[src/twi_pkg.sv]
// shared constants, types and helpers of the two-wire bus controller
package twi_pkg;

  // register offsets on the plain register port
  localparam logic [2:0] OFS_OWN_ADDR = 3'h0;
  localparam logic [2:0] OFS_LOW_CNT  = 3'h1;
  localparam logic [2:0] OFS_HIGH_CNT = 3'h2;
  localparam logic [2:0] OFS_CTRL     = 3'h3;
  localparam logic [2:0] OFS_STATUS   = 3'h4;
  localparam logic [2:0] OFS_DATA     = 3'h5;
  localparam logic [2:0] OFS_IRQ_ST   = 3'h6;
  localparam logic [2:0] OFS_IRQ_MASK = 3'h7;

  // status register bit positions
  localparam int ST_RECEIVED_ACK_FLAG = 0;
  localparam int ST_SRW  = 2;
  localparam int ST_TX   = 3;
  localparam int ST_ARB  = 4;
  localparam int ST_BUSY = 5;
  localparam int ST_AAS  = 6;
  localparam int ST_HOLD = 7;

  // interrupt status and mask bit positions
  localparam int IRQ_BYTE = 0;
  localparam int IRQ_ARB  = 1;

  // scl timing at the 50 MHz system clock
  localparam int CLK_PERIOD_NS = 20;
  localparam int SCL_LOW_NS    = 5000;
  localparam int SCL_HIGH_NS   = 5000;
  localparam int LOW_CYCLES    = (SCL_LOW_NS + CLK_PERIOD_NS - 1) / CLK_PERIOD_NS;
  localparam int HIGH_CYCLES   = (SCL_HIGH_NS + CLK_PERIOD_NS - 1) / CLK_PERIOD_NS;

  // reset values and bit counter codes
  localparam logic [7:0] LOW_CNT_RST   = 8'(LOW_CYCLES);
  localparam logic [7:0] HIGH_CNT_RST  = 8'(HIGH_CYCLES);
  localparam logic [6:0] OWN_ADDR_RST  = 7'h00;
  localparam logic [7:0] CTRL_RST      = 8'h00;
  localparam logic [1:0] IRQ_MASK_RST  = 2'h0;
  localparam logic [3:0] BIT_PRE       = 4'hF;
  localparam logic [3:0] BIT_ACK       = 4'h8;

  // control register: master select $20, no-ack $08, repeat start $04
  typedef struct packed {
    logic       enable;
    logic       unused6;
    logic       master_sel;
    logic       tx_mode;
    logic       no_ack_enable;
    logic       repeat_start;
    logic [1:0] unused10;
  } ctrl_t;

  // one bit per bus line
  typedef struct packed {
    logic scl;
    logic sda;
  } line_t;

  typedef enum logic [2:0] {
    S_IDLE  = 3'h0,
    S_START = 3'h1,
    S_HOLD  = 3'h3,
    S_XFER  = 3'h2,
    S_RSTA  = 3'h6,
    S_STOP  = 3'h7
  } state_t;

  typedef enum logic [1:0] {
    T_LOW  = 2'h0,
    T_WAIT = 2'h1,
    T_HIGH = 2'h3
  } tmr_state_t;

  // true in the last cycle of a count of lim cycles
  function automatic logic count_done(input logic [7:0] cnt,
                                      input logic [7:0] lim);
    return ({1'b0, cnt} + 9'h001) >= {1'b0, lim};
  endfunction

endpackage

[src/pin_sync.sv]
// two-flop synchroniser for bus pin inputs
`timescale 1ns/100ps
`default_nettype none
module pin_sync #(
  parameter int         W   = 2,
  parameter logic [W-1:0] RST = '1
) (
  input  wire logic         sys_clk, // system clock
  input  wire logic         srst,    // synchronous reset
  input  wire logic [W-1:0] d,       // asynchronous pin levels
  output var  logic [W-1:0] q        // synchronised levels
);
  logic [W-1:0] meta;

  always_ff @(posedge sys_clk) begin
    if (srst) begin
      meta <= RST;
      q    <= RST;
    end else begin
      meta <= d;
      q    <= meta;
    end
  end
endmodule
`default_nettype wire

[src/scl_timer.sv]
// scl low/high timer with wired-and clock synchronisation
`timescale 1ns/100ps
`default_nettype none
module scl_timer (
  input  wire logic       sys_clk,  // system clock
  input  wire logic       srst,     // synchronous reset
  input  wire logic       run,      // master clocking a byte
  input  wire logic       scl_s,    // synchronised scl level
  input  wire logic       scl_fall, // scl falling edge seen
  input  wire logic [7:0] low_cnt,  // low period in cycles
  input  wire logic [7:0] high_cnt, // high period in cycles
  output logic            scl_low   // drive scl low
);
  import twi_pkg::*;

  tmr_state_t ts;
  logic [7:0] cnt;

  always_ff @(posedge sys_clk) begin
    if (srst || !run) begin
      ts  <= T_LOW;
      cnt <= 8'h00;
    end else begin
      unique case (ts)
        T_LOW: begin
          if (scl_fall) begin
            cnt <= 8'h00;
          end else if (count_done(cnt, low_cnt)) begin
            ts  <= T_WAIT;
            cnt <= 8'h00;
          end else begin
            cnt <= cnt + 8'h01;
          end
        end
        T_WAIT: begin
          cnt <= 8'h00;
          if (scl_s) begin
            ts <= T_HIGH;
          end
        end
        T_HIGH: begin
          if (scl_fall || count_done(cnt, high_cnt)) begin
            ts  <= T_LOW;
            cnt <= 8'h00;
          end else begin
            cnt <= cnt + 8'h01;
          end
        end
        default: begin
          ts  <= T_LOW;
          cnt <= 8'h00;
        end
      endcase
    end
  end

  assign scl_low = run && (ts == T_LOW);

  a_low_after_fall: assert property (@(posedge sys_clk) disable iff (srst)
    (run && scl_fall && ts != T_WAIT) ##1 run |-> scl_low)
    else $error("scl not held low after falling edge");

  a_wait_for_rise: assert property (@(posedge sys_clk) disable iff (srst)
    (run && ts == T_WAIT && !scl_s) |=> (ts != T_HIGH && !scl_low))
    else $error("high count started while scl still low");

  a_high_then_low: assert property (@(posedge sys_clk) disable iff (srst)
    (run && ts == T_HIGH && count_done(cnt, high_cnt)) ##1 run |-> scl_low)
    else $error("scl not pulled low after high period");
endmodule
`default_nettype wire

[src/twi_ctrl.sv]
// two-wire bus controller, master and slave, with register port
// Notes on behaviour
// - master losing a one-bit detects lost arbitration
// - loser becomes slave, frees sda, no stop
// - hardware flags arbitration loss for software
// - bus low is longest, high is shortest
// - after any scl fall hold low period
// - wait for real scl rise before high
// - after high count pull scl low again
// - master can issue repeated start on bus
// - repeat-start bit starts, software writes address
// - clearing master select generates a stop
// - control register write clears addressed flag
// - addressed flag only at address-match interrupt
// - slave data write transmits, dummy read receives
// - slave holds scl low until data access
`timescale 1ns/100ps
`default_nettype none
module twi_ctrl (
  input  wire logic          sys_clk,   // system clock, 50 MHz
  input  wire logic          srst,      // synchronous reset, high
  input  wire logic [2:0]    reg_addr,  // register offset
  input  wire logic [7:0]    reg_wdata, // register write data
  input  wire logic          reg_wr,    // write strobe
  input  wire logic          reg_rd,    // read strobe
  output logic [7:0]         reg_rdata, // read data, cycle after strobe
  input  wire twi_pkg::line_t bus_in,   // scl/sda pin levels
  output twi_pkg::line_t     bus_out,   // scl/sda output values
  output twi_pkg::line_t     bus_oe,    // high while pulling line low
  output logic               irq        // level interrupt
);
  import twi_pkg::*;

  line_t      bus_s;
  logic       scl_q;
  logic       sda_q;
  ctrl_t      ctrl;
  logic [6:0] own_addr;
  logic [7:0] low_cnt;
  logic [7:0] high_cnt;
  logic [7:0] tx_data;
  logic [7:0] rx_data;
  logic [7:0] shift;
  logic [1:0] irq_st;
  logic [1:0] irq_mask;
  state_t     st;
  logic [1:0] ph;
  logic [7:0] gcnt;
  logic [3:0] bit_cnt;
  logic       is_master;
  logic       addr_phase;
  logic       sda_low;
  logic       aas;
  logic       target_read_write_flag;
  logic       received_ack_flag;
  logic       busy;
  logic       go;
  logic       msel_q;
  logic       tmr_low;
  logic [7:0] stat;

  pin_sync #(.W(2), .RST(2'h3)) u_sync (
    .sys_clk (sys_clk),
    .srst    (srst),
    .d       (bus_in),
    .q       (bus_s)
  );

  always_ff @(posedge sys_clk) begin
    if (srst) begin
      scl_q <= 1'b1;
      sda_q <= 1'b1;
    end else begin
      scl_q <= bus_s.scl;
      sda_q <= bus_s.sda;
    end
  end

  logic scl_rise, scl_fall, start_det, stop_det;
  assign scl_rise  = bus_s.scl && !scl_q;
  assign scl_fall  = !bus_s.scl && scl_q;
  assign start_det = scl_q && bus_s.scl && sda_q && !bus_s.sda;
  assign stop_det  = scl_q && bus_s.scl && !sda_q && bus_s.sda;

  // register strobes
  logic wr_ctrl, wr_data, rd_data, wr_irq, go_req;
  assign wr_ctrl = reg_wr && reg_addr == OFS_CTRL;
  assign wr_data = reg_wr && reg_addr == OFS_DATA;
  assign rd_data = reg_rd && reg_addr == OFS_DATA;
  assign wr_irq  = reg_wr && reg_addr == OFS_IRQ_ST;
  assign go_req  = (wr_data && ctrl.tx_mode) || (rd_data && !ctrl.tx_mode);

  // byte direction, acknowledge and event terms
  logic xmit, match, ack_low, arb_ev, byte_end;
  logic master_req, start_ok, start_refused, arb_set;
  logic [7:0] gen_lim;
  assign xmit     = addr_phase ? is_master : ctrl.tx_mode;
  assign match    = shift[7:1] == own_addr;
  assign ack_low  = !xmit && (addr_phase ? match : !ctrl.no_ack_enable);
  assign arb_ev   = st == S_XFER && is_master && xmit && bit_cnt < BIT_ACK
                    && scl_rise && !sda_low && !bus_s.sda;
  assign byte_end = st == S_XFER && scl_fall && bit_cnt == BIT_ACK;
  assign master_req    = ctrl.master_sel && !msel_q;
  assign start_ok      = master_req && st == S_IDLE && !busy && ctrl.enable;
  assign start_refused = master_req && !start_ok;
  assign arb_set       = arb_ev || start_refused;
  assign gen_lim  = (ph == 2'h0 && st != S_START) ? low_cnt : high_cnt;

  scl_timer u_timer (
    .sys_clk  (sys_clk),
    .srst     (srst),
    .run      (st == S_XFER && is_master),
    .scl_s    (bus_s.scl),
    .scl_fall (scl_fall),
    .low_cnt  (low_cnt),
    .high_cnt (high_cnt),
    .scl_low  (tmr_low)
  );

  // byte and bus-condition sequencer
  always_ff @(posedge sys_clk) begin
    if (srst || !ctrl.enable) begin
      st         <= S_IDLE;
      ph         <= 2'h0;
      gcnt       <= 8'h00;
      bit_cnt    <= 4'h0;
      shift      <= 8'h00;
      rx_data    <= 8'h00;
      is_master  <= 1'b0;
      addr_phase <= 1'b0;
      sda_low    <= 1'b0;
    end else begin
      unique case (st)
        S_IDLE: begin
          if (start_ok) begin
            st        <= S_START;
            is_master <= 1'b1;
            ph        <= 2'h0;
            gcnt      <= 8'h00;
            sda_low   <= 1'b1;
          end else if (start_det) begin
            st         <= S_XFER;
            addr_phase <= 1'b1;
            bit_cnt    <= BIT_PRE;
            shift      <= 8'hFF;
            sda_low    <= 1'b0;
          end
        end
        S_START: begin
          if (count_done(gcnt, gen_lim)) begin
            st         <= S_HOLD;
            addr_phase <= 1'b1;
            gcnt       <= 8'h00;
          end else begin
            gcnt <= gcnt + 8'h01;
          end
        end
        S_HOLD: begin
          if (is_master && !ctrl.master_sel) begin
            st      <= S_STOP;
            ph      <= 2'h0;
            gcnt    <= 8'h00;
            sda_low <= 1'b1;
          end else if (is_master && ctrl.repeat_start) begin
            st      <= S_RSTA;
            ph      <= 2'h0;
            gcnt    <= 8'h00;
            sda_low <= 1'b0;
          end else if (go && !scl_q) begin // own scl fall already seen
            st      <= S_XFER;
            bit_cnt <= 4'h0;
            shift   <= xmit ? tx_data : 8'hFF;
            sda_low <= xmit && !tx_data[7];
          end
        end
        S_XFER: begin
          if (!is_master && stop_det) begin
            st      <= S_IDLE;
            sda_low <= 1'b0;
          end else if (!is_master && start_det) begin
            addr_phase <= 1'b1;
            bit_cnt    <= BIT_PRE;
            shift      <= 8'hFF;
            sda_low    <= 1'b0;
          end else if (scl_rise && bit_cnt < BIT_ACK) begin
            shift <= {shift[6:0], bus_s.sda};
            if (arb_ev) begin
              is_master <= 1'b0;
              sda_low   <= 1'b0;
              if (!addr_phase) begin
                st <= S_IDLE;
              end
            end
          end else if (scl_fall) begin
            if (bit_cnt == BIT_PRE) begin
              bit_cnt <= 4'h0;
            end else if (bit_cnt < 4'h7) begin
              bit_cnt <= bit_cnt + 4'h1;
              sda_low <= xmit && !shift[7];
            end else if (bit_cnt == 4'h7) begin
              bit_cnt <= BIT_ACK;
              rx_data <= shift;
              sda_low <= ack_low;
              if (addr_phase && !is_master && !match) begin
                st      <= S_IDLE;
                sda_low <= 1'b0;
              end
            end else begin
              st         <= S_HOLD;
              sda_low    <= 1'b0;
              addr_phase <= 1'b0;
            end
          end
        end
        S_RSTA, S_STOP: begin
          if (ph == 2'h1 && !bus_s.scl) begin
            gcnt <= 8'h00;
          end else if (count_done(gcnt, gen_lim)) begin
            gcnt <= 8'h00;
            ph   <= ph + 2'h1;
            if (ph == 2'h1) begin
              sda_low <= st == S_RSTA;
            end
            if (ph == 2'h2) begin
              st         <= st == S_RSTA ? S_HOLD : S_IDLE;
              addr_phase <= st == S_RSTA;
              is_master  <= st == S_RSTA;
              sda_low    <= st == S_RSTA;
              ph         <= 2'h0;
            end
          end else begin
            gcnt <= gcnt + 8'h01;
          end
        end
        default: begin
          st <= S_IDLE;
        end
      endcase
    end
  end

  // software registers
  always_ff @(posedge sys_clk) begin
    if (srst) begin
      ctrl     <= CTRL_RST;
      own_addr <= OWN_ADDR_RST;
      low_cnt  <= LOW_CNT_RST;
      high_cnt <= HIGH_CNT_RST;
      tx_data  <= 8'h00;
      irq_mask <= IRQ_MASK_RST;
      msel_q   <= 1'b0;
    end else begin
      msel_q <= ctrl.master_sel;
      if (wr_ctrl) begin
        ctrl <= reg_wdata;
      end else begin
        if (arb_set) begin
          ctrl.master_sel <= 1'b0;
        end
        if (st == S_RSTA) begin
          ctrl.repeat_start <= 1'b0;
        end
      end
      if (reg_wr && reg_addr == OFS_OWN_ADDR) begin
        own_addr <= reg_wdata[7:1];
      end
      if (reg_wr && reg_addr == OFS_LOW_CNT) begin
        low_cnt <= reg_wdata;
      end
      if (reg_wr && reg_addr == OFS_HIGH_CNT) begin
        high_cnt <= reg_wdata;
      end
      if (wr_data) begin
        tx_data <= reg_wdata;
      end
      if (reg_wr && reg_addr == OFS_IRQ_MASK) begin
        irq_mask <= reg_wdata[1:0];
      end
    end
  end

  // sticky interrupt status, write one to clear, set wins
  always_ff @(posedge sys_clk) begin
    if (srst) begin
      irq_st <= 2'h0;
    end else begin
      irq_st[IRQ_BYTE] <= byte_end
        || (irq_st[IRQ_BYTE] && !(wr_irq && reg_wdata[IRQ_BYTE]));
      irq_st[IRQ_ARB]  <= arb_set
        || (irq_st[IRQ_ARB] && !(wr_irq && reg_wdata[IRQ_ARB]));
    end
  end

  // transfer flags seen by software
  always_ff @(posedge sys_clk) begin
    if (srst) begin
      aas  <= 1'b0;
      target_read_write_flag  <= 1'b0;
      received_ack_flag <= 1'b0;
      busy <= 1'b0;
      go   <= 1'b0;
    end else begin
      if (byte_end && addr_phase && !is_master) begin
        aas <= 1'b1;
        target_read_write_flag <= shift[0];
      end else if (wr_ctrl || byte_end) begin
        aas <= 1'b0;
      end
      if (st == S_XFER && scl_rise && bit_cnt == BIT_ACK && xmit) begin
        received_ack_flag <= bus_s.sda;
      end
      if (start_det) begin
        busy <= 1'b1;
      end else if (stop_det) begin
        busy <= 1'b0;
      end
      if (st == S_IDLE || st == S_XFER || st == S_STOP) begin
        go <= 1'b0;
      end else begin
        go <= go || go_req;
      end
    end
  end

  always_comb begin
    stat          = 8'h00;
    stat[ST_RECEIVED_ACK_FLAG] = received_ack_flag;
    stat[ST_SRW]  = target_read_write_flag;
    stat[ST_TX]   = is_master;
    stat[ST_ARB]  = irq_st[IRQ_ARB];
    stat[ST_BUSY] = busy;
    stat[ST_AAS]  = aas;
    stat[ST_HOLD] = st == S_HOLD;
  end

  always_ff @(posedge sys_clk) begin
    if (srst) begin
      reg_rdata <= 8'h00;
    end else if (reg_rd) begin
      unique case (reg_addr)
        OFS_OWN_ADDR: reg_rdata <= {own_addr, 1'b0};
        OFS_LOW_CNT:  reg_rdata <= low_cnt;
        OFS_HIGH_CNT: reg_rdata <= high_cnt;
        OFS_CTRL:     reg_rdata <= ctrl;
        OFS_STATUS:   reg_rdata <= stat;
        OFS_DATA:     reg_rdata <= rx_data;
        OFS_IRQ_ST:   reg_rdata <= {6'h00, irq_st};
        OFS_IRQ_MASK: reg_rdata <= {6'h00, irq_mask};
      endcase
    end
  end

  assign irq         = |(irq_st & irq_mask);
  assign bus_out     = '0;
  assign bus_oe.sda  = sda_low;
  assign bus_oe.scl  = st == S_HOLD
                    || (st == S_XFER && is_master && tmr_low)
                    || ((st == S_RSTA || st == S_STOP) && ph == 2'h0);

  a_arb_release: assert property (@(posedge sys_clk) disable iff (srst)
    arb_ev |=> (!is_master && !bus_oe.sda && st != S_STOP))
    else $error("lost master still drives sda or stops");
  a_arb_flag: assert property (@(posedge sys_clk) disable iff (srst)
    arb_ev |=> (irq_st[IRQ_ARB] && !ctrl.master_sel))
    else $error("arbitration loss not flagged");
  a_ctrl_clears: assert property (@(posedge sys_clk) disable iff (srst)
    (wr_ctrl && !(byte_end && addr_phase && !is_master)) |=> !aas)
    else $error("control write left addressed flag set");
  a_stop_start: assert property (@(posedge sys_clk) disable iff (srst)
    (st == S_HOLD && is_master && !ctrl.master_sel && ctrl.enable)
    |=> (st == S_STOP && bus_oe.sda) ##1 bus_oe.scl)
    else $error("stop not started after master select cleared");
  a_rsta_start: assert property (@(posedge sys_clk) disable iff (srst)
    (st == S_HOLD && is_master && ctrl.master_sel && ctrl.repeat_start
     && ctrl.enable) |=> (st == S_RSTA && !bus_oe.sda))
    else $error("repeated start not begun");
  a_slave_hold: assert property (@(posedge sys_clk) disable iff (srst)
    (st == S_HOLD && !is_master && !go) |-> bus_oe.scl ##1 bus_oe.scl)
    else $error("slave released scl without data access");
  a_slave_go: assert property (@(posedge sys_clk) disable iff (srst)
    (st == S_HOLD && !is_master && go_req && ctrl.enable)
    |=> ##[0:1] st == S_XFER)
    else $error("slave data access did not start a byte");
  a_byte_irq: assert property (@(posedge sys_clk) disable iff (srst)
    (byte_end && irq_mask[IRQ_BYTE]) |=> irq)
    else $error("byte end raised no interrupt");
endmodule
`default_nettype wire

[config.mk]
export PLATFORM = sky130hd
export DESIGN_NAME = twi_ctrl
export DESIGN_NICKNAME = d
export VERILOG_FILES = /design/src/twi_pkg.sv /design/src/pin_sync.sv /design/src/scl_timer.sv /design/src/twi_ctrl.sv
export SDC_FILE = /design/constraint.sdc
export NUM_CORES = 1
export LEC_CHECK = 0
export ABC_CLOCK_PERIOD_IN_PS = 5300
export BUFFER_PORTS_ARGS = -buffer_cell sky130_fd_sc_hd__buf_2
export CAP_MARGIN = 25
export CORE_MARGIN = 2
export CORE_UTILIZATION = 66
export CTS_BUF_LIST = sky130_fd_sc_hd__clkbuf_4 sky130_fd_sc_hd__clkbuf_8
export CTS_CLUSTER_DIAMETER = 60
export DETAILED_ROUTE_END_ITERATION = 10
export MAX_ROUTING_LAYER = met4
export PLACE_DENSITY = 0.95
export SLEW_MARGIN = 20
export SYNTH_ARGS = -nofsm -noshare
export SYNTH_HDL_FRONTEND = slang
export SYNTH_SLANG_ARGS = --single-unit
export TNS_END_PERCENT = 1
[constraint.sdc]
create_clock -name sys_clk -period 5.3 [get_ports sys_clk]
set_input_delay 0.53 -clock sys_clk [delete_from_list [all_inputs] [get_ports sys_clk]]
set_output_delay 0.53 -clock sys_clk [all_outputs]
set_load 0.01 [all_outputs]
Yosys cells after proc, flatten, opt, wreduce, memory -nomap -nowiden
Cells that the tools add are included.
{"block": "op_classes", "addsub": 6, "order_cmp": 5, "eq_ne": 60, "muxes": 116, "n_bitwise": 6, "n_reduce_logical": 116}
{"op": "two-way mux 8 bit", "count": 18}
{"op": "case mux 8 bit (8 select lines)", "count": 1}
{"op": "two-way mux 3 bit", "count": 19}
{"op": "logical AND 1 bit", "count": 55}
{"op": "two-way mux 4 bit", "count": 12}
{"op": "two-way mux 1 bit", "count": 45}
{"op": "case mux 8 bit (4 select lines)", "count": 1}
{"op": "inequality test 2 bit (second input constant)", "count": 15}
{"op": "greater-or-equal comparator 9 x 8 -> 1 bit", "count": 3}
{"op": "inequality test 3 bit (second input constant)", "count": 9}
{"op": "AND reduction 13 bit", "count": 2}
{"op": "inequality test 5 bit (second input constant)", "count": 5}
{"op": "case mux 8 bit (3 select lines)", "count": 1}
{"op": "two-way mux 2 bit", "count": 11}
{"op": "zero test 1 bit", "count": 20}
{"op": "inequality test 4 bit (second input constant)", "count": 5}
{"op": "adder 8 x 1 -> 9 bit (second input constant)", "count": 2}
{"op": "== test 3 bit (second input constant)", "count": 6}
{"op": "AND reduction 9 bit", "count": 2}
{"op": "adder 8 x 1 -> 8 bit (second input constant)", "count": 2}
{"op": "case mux 8 bit (2 select lines)", "count": 1}
{"op": "AND reduction 8 bit", "count": 2}
{"op": "case mux 3 bit (5 select lines)", "count": 1}
{"op": "logical OR 1 bit", "count": 14}
{"op": "30 further kinds", "count": 57}
{"block": "totals", "regBits": 109, "input_bits": 17, "out_inout_bits": 13, "word_cells": 344}

Longest topological paths before layout
{"block": "logic_depth", "ltp_word": 12, "mapped_depth": 15, "ltp_nobuf": 12}

Cells and area by module
A second synthesis with hierarchy kept.
{"block": "unflattened", "cells_unflattened": 779, "hier_area_um2": 6468.7}
{"module": "twi_ctrl", "instances": 1, "cells_each": 663, "area_per_inst_um2": 5441.5, "seq_area_each_um2": 1901.8}
{"module": "scl_timer", "instances": 1, "cells_each": 108, "area_per_inst_um2": 922.1, "seq_area_each_um2": 200.2}
{"module": "pin_sync", "instances": 1, "cells_each": 8, "area_per_inst_um2": 105.1, "seq_area_each_um2": 80.1}

Worst setup path after synthesis
No wires, ideal clock.
{"block": "synth_timing", "path_kind": "register to register", "startpoint": "reg st[0]", "endpoint": "reg gcnt[5]", "setup_time_ns": 0.091, "arrival_ns": 3.023, "required_time_ns": 5.209, "setup_slack_ns": 2.186, "path_stages_with_launch": 16, "path_buffers": 3, "synth_period_minus_slack_ns": 3.114, "cell_sequence": "dfxtp_1 > clkbuf_1 > nor2b_1 > nand2_1 > nand2_1 > clkbuf_1 > nor2_1 > a21oi_1 > ha_1 > a21oi_1 > o22ai_1 > a211oi_4 > a21boi_4 > buf_6 > a21oi_1 > a311oi_1"}
{"block": "synth_via", "elab_chain_len": 7, "word_cells_on_any_way": 20, "cone_classes": "order compare (1); eq/ne (7); mux (4); reduce/logical (8)"}
{"item": "start, declared", "line": "twi_ctrl.sv:46", "rtl": "state_t st;"}
{"item": "start signal, assigned", "line": "twi_ctrl.sv:225", "rtl": "st <= st == S_RSTA ? S_HOLD : S_IDLE;"}
{"item": "inequality test 3 x 1 -> 1 bit", "line": "twi_ctrl.sv:107", "rtl": "assign gen_lim = (ph == 2'h0 && st != S_START) ? low_cnt : high_cnt;"}
{"item": "logical AND 1 bit", "line": "twi_ctrl.sv:107"}
{"item": "two-way mux 8 bit", "line": "twi_ctrl.sv:107"}
{"item": "greater-or-equal comparator 9 x 8 -> 1 bit", "line": "twi_pkg.sv:78", "rtl": "return ({1'b0, cnt} + 9'h001) >= {1'b0, lim};"}
{"item": "two-way mux 8 bit", "line": "twi_ctrl.sv:150, twi_ctrl.sv:218"}
{"item": "two-way mux 8 bit", "line": "twi_ctrl.sv:216", "rtl": "if (ph == 2'h1 && !bus_s.scl) begin"}
{"item": "case mux 8 bit (4 select lines)", "line": "twi_ctrl.sv:133", "rtl": "unique case (st)"}
{"item": "end signal, assigned", "line": "twi_ctrl.sv:155", "rtl": "gcnt <= gcnt + 8'h01;"}
{"item": "end signal, assigned", "line": "twi_ctrl.sv:232", "rtl": "gcnt <= gcnt + 8'h01;"}
{"item": "end, declared", "line": "twi_ctrl.sv:48", "rtl": "logic [7:0] gcnt;"}
Several ways; a longest one is shown, not always the timed one.
A chain may end at the register's enable or synchronous reset.

Worst setup path after layout
{"block": "layout_timing", "startpoint": "reg st[0]", "endpoint": "reg addr_phase"}
{"block": "layout_via", "elab_chain_len": 6, "word_cells_on_any_way": 31, "cone_classes": "order compare (1); eq/ne (17); mux (5); reduce/logical (8)"}
{"item": "inequality test 3 x 1 -> 1 bit or zero test 3 bit (tied branches)", "line": "twi_ctrl.sv:107, twi_ctrl.sv:104, twi_ctrl.sv:133"}
{"item": "logical AND 1 bit, on equally long branches", "line": "twi_ctrl.sv:107, twi_ctrl.sv:104"}
{"item": "two-way mux 8 bit or logical AND 1 bit (tied branches)", "line": "twi_ctrl.sv:107, twi_ctrl.sv:104"}
{"item": "greater-or-equal comparator 9 x 8 -> 1 bit or logical AND 1 bit (tied branches)", "line": "twi_pkg.sv:78, twi_ctrl.sv:104"}
{"item": "inequality test 2 bit (no line)"}
{"item": "AND reduction 13 bit (no line)"}
{"item": "end signal, assigned", "line": "twi_ctrl.sv:130", "rtl": "addr_phase <= 1'b0;"}
{"item": "end signal, assigned", "line": "twi_ctrl.sv:143", "rtl": "addr_phase <= 1'b1;"}
{"item": "end signal, assigned", "line": "twi_ctrl.sv:152", "rtl": "addr_phase <= 1'b1;"}
{"item": "end, declared", "line": "twi_ctrl.sv:51", "rtl": "logic addr_phase;"}
Several ways; a longest one is shown, not always the timed one. The select of a mux whose other input is x is not followed.

==> flow_summary_export.csv <==
group,metric,value,unit
outcome,status,"finished clean",
synth,ys_seq_area_share,34.8,%
sta,setup_tns,0,ns
worst_setup_path,r2r_end,"addr_phase",
power_and_ir_drop,ir_worst_vdd,169,uV
sta,tightest_slew,0.983,ns
global_routing,grt_pass1_vias,5536,
synth,ys.warnings.count,0,
worst_setup_path,setup.worst_path.start,"st[0]",
worst_setup_path,arrival,4.43,ns
floorplanning,rows,35,
sta,fin_skew,0.0167,ns
place,dp_hpwl,12.0,mm
drt,drc,0,
global_routing,grt_max_degree,67,
floorplanning,start_util,67.8,%
power_and_ir_drop,pwr_density_cell,223,mW/mm2
synth,synth_compound_area_share,21.7,%
synth,synthSimpleGateAreaFrac,22.0,%
finish,mostFrequentLayoutCells,"109 x dfxtp_1, 88 x nand2_1, 71 x nor2_1",
global_routing,grt_first_pass_wirelength,27.1,mm
finish,antennaDiodeCount,0,
power_and_ir_drop,power_leakage,0.00264,uW
synth,synth_cell_types,70,
worst_setup_path,cp-start-kind,"flip-flop",
synth,async_flop_share,0,%
drt,dr_total_vias,5904,
synth,synth.area.mux_share,6.27,%
floorplanning,die_h,101,um
drt,first_iter_violations,625,
worst_setup_path,cp_max_fo,21,
drt,viasPerCell,6.62,
synth,synth_adder_area_share,7.19,%
finish,nFillCells,665,
sta,rsz0062_at_grt,"no",
worst_setup_path,crit_required,5.56,ns
cts,clockBufferDepth,2,
synth,netlist_instances,766,
place,gp_congestion,1.01,
synth,synth_top_family_by_area,"simple AND/OR/NAND/NOR gates",
synth,synth.area.top_cells,"dfxtp_1 35%, ha_1 7.2%, a21oi_1 5.6%",
cts,cts_tree,"done",
sta,min_period,4.16,ns
worst_setup_path,regToRegStartpoint,"st[0]",
cts,clk_latency,0.38,ns
worst_setup_path,ff2ff_setup_slack,1.14,ns
synth,synth_seq_cells,109,
place,numPortBuffers,27,
drt,first_pass_iters,9,
synth,synth_ff_type,"dfxtp_1",
min_path,min-delay-start,"bus_in[1]",
cts,cts_hold_buf,0,
worst_setup_path,cp-end-kind,"flip-flop",
min_path,hold_path.class,"in -> reg",
cts,clockRootBuffer,"clkbuf_8",
floorplanning,dieArea,0.0103,mm2
sta,slew_viol_final,0,
sta,max_slew_margin,34.5,%
floorplanning,io_pins,30,
finish,layout-drive-gt1-share,8.52,%
finish,syn_to_final_growth,4.59,%
synth,yosysTopAreaCellShare,34.8,%
global_routing,antenna_found_initial,0,
finish,seq_area,0.00218,mm2
synth,synth-edff-count,0,
floorplanning,core_area,0.00924,mm2
sta,hold_violations,0,
finish,final_nets,811,
global_routing,track_usage,34.1,%
cts,numCtsBuffers,9,
synth,syn-cell-area,0.00626,mm2
cts,htreeDepth,3,
job,cap_violations,0,
sta,setup_violations,0,
power_and_ir_drop,fin_total_pwr,1460,uW
worst_setup_path,endpoint,"addr_phase",
finish,utilization,70.9,%
sta,fmax,0.240,GHz
drt,ant_nets,0,
finish,multiInputGateArea,0.00376,mm2
cts,clock_sinks,109,
worst_setup_path,ff2ff_path_depth,10,
drt,finalWirelength,16.9,mm
cts,post-cts-setup-buffers,0,
cts,ctsResizeCount,0,
drt,wl_per_cell,18.9,um
finish,layout_commonest_cell,"dfxtp_1",
synth,synthXorXnorAreaFrac,2.80,%
worst_setup_path,worst-setup-path-type,"reg -> reg",
sta,layout_setup_ws,1.14,ns
cts,path_clk_slew,0.12,ns
sta,fin_crit_sh,78.5,%
synth,yosysTopAreaCell,"dfxtp_1",
floorplanning,die_width,101,um
place,pre_cts_ws,1.53,ns
global_routing,grt_overflow,0,
synth,avgSynthCellArea,8.18,um2
[registers in the layout, summed over array words and instances, names as in the netlist, 3 cells and up]
signal,count
high_cnt,8
bit_cnt,4
rx_data,8
reg_rdata,8
gcnt,8
shift,8
low_cnt,8
st,3
own_addr,7
ctrl,8
u_timer.cnt,8
tx_data,8
[how the worst min path moves through the flow]
stage | to | slack [ns] | cells past startpoint
6_report | u_sync.meta[1] | 0.33 | 2
5_1_grt | u_sync.meta[1] | 0.32 | 2
4_1_cts | u_sync.meta[1] | 0.32 | 2
3_5_place_dp | u_sync.q[1] | 0.40 | 1
3_3_place_gp | u_sync.q[1] | 0.40 | 1
2_1_floorplan | u_sync.q[0] | 0.39 | 1
[final cells by class]
cell class | instances | area share [%]
multi-input cells | 582 | 57.4
flip-flops and latches | 109 | 33.3
well taps | 129 | 2.46
repair buffers | 29 | 2.29
clock buffers | 9 | 1.89
inverters | 27 | 1.55
clock inverters | 7 | 1.07
[where the power goes]
part | internal [uW] | switching [uW]
combinational | 40.4 | 74.1
sequential | 833 | 12.9
clock | 184 | 319
total | 1060 | 406
[through the flow]
step	hold slack (ns)	area, um2	instances
2_1_floorplan	0.389	6270	767
5_1_grt	0.318	6550	892
4_1_cts	0.325	6550	892
3_3_place_gp	0.399	6360	876
6_report	0.326	6550	892
3_5_place_dp	0.398	6360	876
[synth_stat cells, types with 5 or more instances]
cell type / n
a211o_1: 14
a211oi_1: 5
a21o_1: 5
a21oi_1: 70
a22oi_1: 12
a311oi_1: 6
a31oi_1: 19
and2_1: 6
and3_1: 5
buf_2: 9
clkbuf_1: 35
dfxtp_1: 109
ha_1: 36
inv_1: 27
mux2_2: 6
mux2i_1: 28
nand2_1: 88
nand2b_1: 12
nand3_1: 19
nor2_1: 71
nor2b_1: 17
nor3_1: 11
nor3b_1: 9
o21ai_0: 39
or2_2: 6
xnor2_1: 16
[cells by family (layout without fill, tap and decap cells)]
logic type / after synthesis / count (layout)
AND/OR/NAND/NOR: 277 / 277
AO/OA/AOI/OAI: 210 / 210
flip-flops: 109 / 109
buffers and inverters: 76 / 72
multiplexers: 37 / 37
adder cells (fa/ha/maj): 36 / 36
XOR/XNOR: 20 / 20
other: 1 / 2
[per-layer routing]
metal,vias to the layer above,GRT usage [%],part of all wire (%)
met2,415,52.8,46
met1,2705,43.6,40
li1,2712,-,-
met4,0,15.8,4.0
met5,-,-,0
met3,72,6.00,10
[critical path: stages, from the launching register on]
cell and delay, ns:
dfxtp_1 0.74, nor2b_1 0.35, nand2_1 0.16, nand2_1 0.39, mux2_2 0.40, ha_1 0.28, nor2b_1 0.14, o21ai_1 0.16
a2111oi_1 0.80, nor2_1 0.25, a311oi_1 0.38
(Power assumes the default switching activity.)
